$ cat config.mk
export PLATFORM = sky130hd
export DESIGN_NAME = mip_multi_io_program
export DESIGN_NICKNAME = d
export VERILOG_FILES = /design/src/design/mip_pkg.sv /design/src/design/mip_multi_io_program.sv
export SDC_FILE = /design/constraint.sdc
export NUM_CORES = 2
export LEC_CHECK = 0
export BUFFER_PORTS_ARGS = -buffer_cell sky130_fd_sc_hd__buf_2
export CORE_MARGIN = 5
export CORE_UTILIZATION = 50
export DETAILED_ROUTE_END_ITERATION = 8
export GPL_ROUTABILITY_DRIVEN = 0
export HOLD_SLACK_MARGIN = 0.08
export PLACE_DENSITY = 0.65
export SYNTH_ARGS = -nofsm -noshare
export SYNTH_HDL_FRONTEND = slang
export SYNTH_SLANG_ARGS = --single-unit
$ cat constraint.sdc
create_clock -name clock -period 8.3 [get_ports clock]
set_clock_uncertainty 0.1 [all_clocks]
set_input_delay 1.66 -clock clock [delete_from_list [all_inputs] [get_ports clock]]
set_output_delay 1.66 -clock clock [all_outputs]
set_load 0.05 [all_outputs]
$ cat src/design/mip_pkg.sv
package mip_pkg;

  // Command opcodes, shifted in on io_in[0] most significant bit first, and the erased byte value
  localparam logic [7:0] MIP_OPC_DUAL   = 8'ha2;
  localparam logic [7:0] MIP_OPC_QUAD   = 8'h32;
  localparam logic [7:0] MIP_ERASED     = 8'hff;

  localparam int         MIP_PAGE_BYTES = 256;
  localparam logic [8:0] MIP_CNT_FULL   = 9'h100;
  localparam logic [4:0] MIP_OPC_LAST   = 5'h07;
  localparam logic [4:0] MIP_HDR_LAST   = 5'h1f;
  localparam logic [1:0] MIP_DUAL_LAST  = 2'h3;
  localparam logic [1:0] MIP_QUAD_LAST  = 2'h1;

  localparam logic [1:0] MIP_MODE_NONE  = 2'h0;
  localparam logic [1:0] MIP_MODE_DUAL  = 2'h1;
  localparam logic [1:0] MIP_MODE_QUAD  = 2'h2;

  // Reset levels of the pin synchronisers: select released, clock low
  localparam logic [5:0] MIP_PINS_IDLE  = 6'h20;
  localparam logic [1:0] MIP_PREV_IDLE  = 2'h2;

  // Program times and their cycle counts at the system clock
  localparam int MIP_CLK_PERIOD_NS      = 10;
  localparam int MIP_PAGE_PROG_TIME_US  = 1000;
  localparam int MIP_BYTE_PROG_TIME_US  = 20;
  localparam int MIP_PAGE_PROG_CYC      =
    (MIP_PAGE_PROG_TIME_US * 1000) / MIP_CLK_PERIOD_NS;
  localparam int MIP_BYTE_PROG_CYC      =
    (MIP_BYTE_PROG_TIME_US * 1000) / MIP_CLK_PERIOD_NS;

  typedef enum logic [5:0] {
    MIP_ST_IDLE   = 6'b000001,
    MIP_ST_CMD    = 6'b000010,
    MIP_ST_DATA   = 6'b000100,
    MIP_ST_IGNORE = 6'b001000,
    MIP_ST_PROG   = 6'b010000,
    MIP_ST_WAIT   = 6'b100000
  } mip_st_type;

endpackage

$ cat src/design/mip_multi_io_program.sv
`timescale 1ns/1ns
module mip_multi_io_program
  import mip_pkg::*;
#(
  parameter int unsigned PAGE_PROG_CYCLES = MIP_PAGE_PROG_CYC,
  parameter int unsigned BYTE_PROG_CYCLES = MIP_BYTE_PROG_CYC
) (
  // Clock and reset
  input  wire logic        clock,
  input  wire logic        arst_n,
  // Serial bus pins
  input  wire logic        sck,
  input  wire logic        cs_n,
  input  wire logic [3:0]  io_in,
  // Neighbouring command and protection logic
  input  wire logic        latch_set,
  input  wire logic        addr_protected,
  output logic      [23:0] cmd_addr,
  // Status bits
  output logic             busy,
  output logic             write_enable_latch,
  output logic             program_erase_error_flag,
  // Array write and verify port
  output logic             arr_we,
  output logic      [23:0] arr_addr,
  output logic      [7:0]  arr_wdata,
  input  wire logic [7:0]  arr_rdata
);

  localparam int TW = $clog2(PAGE_PROG_CYCLES + 1);

  if (BYTE_PROG_CYCLES < 1 || BYTE_PROG_CYCLES > PAGE_PROG_CYCLES) begin
    $error("byte program cycles must lie between 1 and page cycles");
  end

  typedef struct packed {
    logic [5:0]            s1;
    logic [5:0]            s2;
    logic [1:0]            prev;
    mip_st_type            st;
    logic [4:0]            bitc;
    logic [30:0]           sh;
    logic [1:0]            mode;
    logic [23:0]           addr;
    logic [7:0]            bsh;
    logic [1:0]            nib;
    logic [7:0]            ofs;
    logic [8:0]            cnt;
    logic [255:0]          vld;
    logic [255:0][7:0]     pbuf;
    logic [8:0]            idx;
    logic [1:0]            step;
    logic [TW-1:0]         tmr;
    logic                  latch;
    logic                  err;
    logic                  we;
    logic [23:0]           waddr;
    logic [7:0]            wdata;
  } mip_state_type;

  mip_state_type q;
  mip_state_type n;

  logic       sck_rise;
  logic       cs_rise;
  logic       cs_fall;
  logic [3:0] io_s;

  // Pins are read only after the second synchroniser stage
  assign io_s     = q.s2[3:0];
  assign sck_rise = q.s2[4] & ~q.prev[0];
  assign cs_rise  = q.s2[5] & ~q.prev[1];
  assign cs_fall  = ~q.s2[5] & q.prev[1];

  always_comb begin
    logic [7:0] opc;
    logic [7:0] nb;
    logic       last;
    opc  = {q.sh[6:0], io_s[0]};
    nb   = (q.mode == MIP_MODE_DUAL) ? {q.bsh[5:0], io_s[1:0]}
                                     : {q.bsh[3:0], io_s[3:0]};
    last = (q.mode == MIP_MODE_DUAL) ? (q.nib == MIP_DUAL_LAST)
                                     : (q.nib == MIP_QUAD_LAST);
    n      = q;
    n.s1   = {cs_n, sck, io_in};
    n.s2   = q.s1;
    n.prev = q.s2[5:4];
    n.we   = 1'b0;
    if (q.tmr != '0) begin
      n.tmr = q.tmr - 1'b1;
    end
    // The latch may not be set while an array cycle runs
    if (latch_set && !busy) begin
      n.latch = 1'b1;
    end
    case (q.st)
      MIP_ST_IDLE: begin
        if (cs_fall) begin
          n.st   = MIP_ST_CMD;
          n.bitc = '0;
          n.mode = MIP_MODE_NONE;
        end
      end
      MIP_ST_CMD: begin
        if (cs_rise) begin
          n.st = MIP_ST_IDLE;
          if (q.mode != MIP_MODE_NONE) begin
            n.latch = 1'b0;
          end
        end else if (sck_rise) begin
          n.sh   = {q.sh[29:0], io_s[0]};
          n.bitc = q.bitc + 5'h01;
          if (q.bitc == MIP_OPC_LAST) begin
            if (opc == MIP_OPC_DUAL) begin
              n.mode = MIP_MODE_DUAL;
            end else if (opc == MIP_OPC_QUAD) begin
              n.mode = MIP_MODE_QUAD;
            end else begin
              n.st = MIP_ST_IGNORE;
            end
            if (!q.latch) begin
              n.st = MIP_ST_IGNORE;
            end
          end
          if (q.bitc == MIP_HDR_LAST) begin
            n.addr = {q.sh[22:0], io_s[0]};
            n.ofs  = opc;
            n.st   = MIP_ST_DATA;
            n.nib  = '0;
            n.cnt  = '0;
            n.vld  = '0;
          end
        end
      end
      MIP_ST_DATA: begin
        if (cs_rise) begin
          // Aborts and the start of a program both drop the latch
          n.latch = 1'b0;
          if (q.cnt == '0 || q.nib != '0 || addr_protected) begin
            n.st = MIP_ST_IDLE;
          end else begin
            n.st   = MIP_ST_PROG;
            n.err  = 1'b0;
            n.idx  = '0;
            n.step = '0;
            n.tmr  = (q.cnt == 9'h001) ? TW'(BYTE_PROG_CYCLES - 1)
                                       : TW'(PAGE_PROG_CYCLES - 1);
          end
        end else if (sck_rise) begin
          n.bsh = nb;
          n.nib = q.nib + 2'h1;
          if (last) begin
            // Index wraps in the page, so newer bytes replace older ones
            n.nib          = '0;
            n.pbuf[q.ofs]  = nb;
            n.vld[q.ofs]   = 1'b1;
            n.ofs          = q.ofs + 8'h01;
            if (q.cnt != MIP_CNT_FULL) begin
              n.cnt = q.cnt + 9'h001;
            end
          end
        end
      end
      MIP_ST_PROG: begin
        case (q.step)
          2'h0: begin
            if (q.idx[8]) begin
              n.st = MIP_ST_WAIT;
            end else if (q.vld[q.idx[7:0]] &&
                         q.pbuf[q.idx[7:0]] != MIP_ERASED) begin
              // A byte of FFh would leave the erased cell as it is
              n.we    = 1'b1;
              n.waddr = {q.addr[23:8], q.idx[7:0]};
              n.wdata = q.pbuf[q.idx[7:0]];
              n.step  = 2'h1;
            end else begin
              n.idx = q.idx + 9'h001;
            end
          end
          2'h1: begin
            n.step = 2'h2;
          end
          default: begin
            if (arr_rdata != q.wdata) begin
              n.err = 1'b1;
            end
            n.idx  = q.idx + 9'h001;
            n.step = 2'h0;
          end
        endcase
      end
      MIP_ST_WAIT: begin
        if (q.tmr == '0) begin
          n.st = MIP_ST_IDLE;
        end
      end
      MIP_ST_IGNORE: begin
        if (cs_rise) begin
          n.st = MIP_ST_IDLE;
        end
      end
      default: begin
        n.st = MIP_ST_IDLE;
      end
    endcase
  end

  always_ff @(posedge clock or negedge arst_n) begin
    if (!arst_n) begin
      q      <= '0;
      q.s1   <= MIP_PINS_IDLE;
      q.s2   <= MIP_PINS_IDLE;
      q.prev <= MIP_PREV_IDLE;
      q.st   <= MIP_ST_IDLE;
    end else begin
      q <= n;
    end
  end

  // Status readers see busy for the whole array cycle
  assign busy                     = (q.st == MIP_ST_PROG) ||
                                    (q.st == MIP_ST_WAIT);
  assign write_enable_latch       = q.latch;
  assign program_erase_error_flag = q.err;
  assign cmd_addr                 = q.addr;
  assign arr_we                   = q.we;
  assign arr_addr                 = q.waddr;
  assign arr_wdata                = q.wdata;
endmodule

==> out/qor.yml <==
path_delay_family: "compound AO/OA/AOI/OAI gates"
die_y_um: 478
tns_ps: 0
vias: 77700
clk_latency_ps: 930
switchingPower_mw: 5.23
power_density_nw_per_um2: 203
clk_path_buf_depth: 4
swShare_pct: 21.4
synth.cell_area_um2: 110000
synth_edf_count: 0
slew_headroom_pct: -2.49
design.core.area_um2: 218000
syn_avg_cell_area_um2: 11.5
top_layer: "met5"
drt_iter0_markers: 9636
hold_viol: 0
tightest_slew_ps: 1540
ioPinCount: 78
worstPathMaxFanout: 36
ys.flop_type: "dfrtp_1"
cts_setup_buffers: 0
maxCapViolCount: 1
dpl.hpwl_mm: 219
setup_slack_ps: 1190
p_leak_nw: 57.0
cts_resized: 0
syn_to_final_growth_pct: 10.2
intPower_mw: 19.2
ant_nets: 0
grt_pass1_wl_mm: 519
nets: 9317
fillers: 17900
cp_data_arrival_time_ps: 7810
grt_antenna_before_repair: 26
die-width_um: 478
viasPerCell: 6.29
hold_class: "reg2reg"
die-area_um2: 229000
start_util_pct: 50.3
failed_checks: "max-capacitance violations, max-slew violations"
grt_max_degree: 203
rows: 171
finalSetupViolCount: 0
synth_cells: 9493
numClockSinks: 2466
power_frac_clock_pct: 49.4
drc: 0
drt-total-wl_mm: 347
cts_tree: "yes"
cp_slowest_cell: "and2_2"
grt.overflow.total: 0
place_area_um2: 112000
slowest_delay_ps: 1080
ir_drop_mv: 0.220
wl_met1_mm: 136
final_util_pct: 55.5
synth.area.top_cells: "dfrtp_1 56%, mux4_2 10%, mux2_2 5.5%"
finish.instance_area_um2: 121000
place_ws_ps: 1650
p_total_mw: 24.5
crit_buf_inv: 3
seq_area_frac_synth_pct: 56.3
clk_pin_slew_worst_paths_ps: 60
cts_made_buffers: 279
synth_top_area_share_pct: 56.2
outcome: "finished, violations left"
drive_gt1_share_pct: 20.1
yosysTopAreaCell: "dfrtp_1"
worstSetupStartpointType: "flop"
io_buffer_count: 77
wl_per_cell_um: 28.1
maxSlewViolCount: 9
cp.required_ps: 9000
dr_wl_met2_mm: 153
cts_root_buf: "clkbuf_16"
wl_met3_mm: 36.4
rsz0062_at_grt: "no"
finalCritPeriodShare_pct: 85.7
first_pass_iters: 8
ys_types: 99
synth.yosys.warnings: 0
fin_crit_ps: 7110
hold_buffers: 0
cpMostUsedCell: "buf_4"
max_freq_ghz: 0.141
grt_pass1_vias: 76700
cp-end-kind: "flop"
power_frac_comb_pct: 1.4
synth_seq_cells: 2466
htree_levels: 5
power_frac_seq_pct: 49.2
ys_async_sr_fraction_pct: 100
syn_nets: 9523
crit_type: "reg2reg"
grt_use_total_pct: 30.2
path_cells: "buf_4 -> buf_4 -> mux4_2 -> mux4_2 -> nand2_1 -> o2111ai_1 -> a32oi_1 -> a2111oi_4 -> a31oi_1 -> and2_2 -> buf_4 -> mux2_4"
## cells in the final DEF, fill, tap and decap left out, drive strengths merged, types with 28 or more instances in the layout
cell    synthesis  routed
nand2        1452    1452
clkinv          2      44
nor3           32      32
a22oi          85      85
mux4          518     518
nor2          989     989
a221oi         35      35
nand3          60      60
mux2          556     556
dfrtp        2462    2462
a21o          134     134
o22ai          28      28
clkbuf        588     403
a21oi         864     864
buf           260     362
mux2i         231     231
o21ai         849     849
## path summary, 6_finish.rpt
kind / startpoint / to / slack [ps] / cells after the start
min reg2reg: n[2465] / io_s[1] / 250 / 0
min: n[2465] / io_s[1] / 250 / 0
max: q[54] / arr_addr[0] / 1190 / 12
min in group asynchronous: arst_n / io_s[2] / 550 / 1
max reg2reg: q[54] / arr_addr[0] / 1190 / 12
max in group asynchronous: arst_n / asynchronous set/reset pin / 5330 / 3
## synthesized netlist by cell type, types with 17 or more instances
master / count
dfrtp_1: 2462
nand2_1: 1451
nor2_1: 988
a21oi_1: 864
o21ai_0: 846
clkbuf_1: 581
mux2_2: 533
mux4_2: 499
mux2i_1: 231
a21o_1: 134
buf_4: 93
buf_2: 92
a22oi_1: 85
nand3_1: 60
buf_6: 40
a221oi_1: 33
nor3_1: 30
o22ai_1: 28
and3_1: 27
a31oi_1: 23
mux2_4: 23
inv_1: 22
mux4_1: 19
xor2_1: 17
## power by group through the flow
stage / registers [mW] / clock network [mW] / logic [mW]
floorplan: 12.3 / 0 / 0.0616
global placement: 12.3 / 0 / 0.355
detailed placement: 12.3 / 0 / 0.367
CTS: 12.0 / 12.2 / 0.368
global route: 12.0 / 12.7 / 0.409
finish: 12.0 / 12.1 / 0.355
## routing by layer
metal | GRT usage, % | vias to the layer above
li1 | - | 32900
met1 | 40.8 | 39900
met2 | 44.6 | 3937
met3 | 8.74 | 1019
met4 | 16.1 | 10
met5 | 0 | -
## through the flow
stage                     hold WS (ps)  cells
after floorplan                    231   9493
after global placement             240  11900
after detailed placement           235  11900
after CTS                          248  12300
after global routing               255  12300
final                              246  12400
## kinds of logic after synthesis
family | Yosys count | synth area share, %
adder cells (fa/ha/maj) | 12 | 0.137
AND/OR/NAND/NOR | 2673 | 9.68
AO/OA/AOI/OAI | 2137 | 10.9
flip-flops | 2466 | 56.3
XOR/XNOR | 27 | 0.216
buffers and inverters | 873 | 4.13
multiplexers | 1305 | 18.6
## final cells by class
type | instances | area [um2] | area share [%]
Sequential cell | 2466 | 61700 | 51.1
Multi-Input combinational cell | 6154 | 43500 | 36.0
Clock buffer | 403 | 8140 | 6.74
Tap cell | 2854 | 3570 | 2.96
Timing Repair Buffer | 362 | 2980 | 2.46
Clock inverter | 64 | 708 | 0.586
Inverter | 24 | 100 | 0.0829
Antenna cell | 25 | 62.6 | 0.0518
Note: power is estimated with default switching activity, not from simulation.
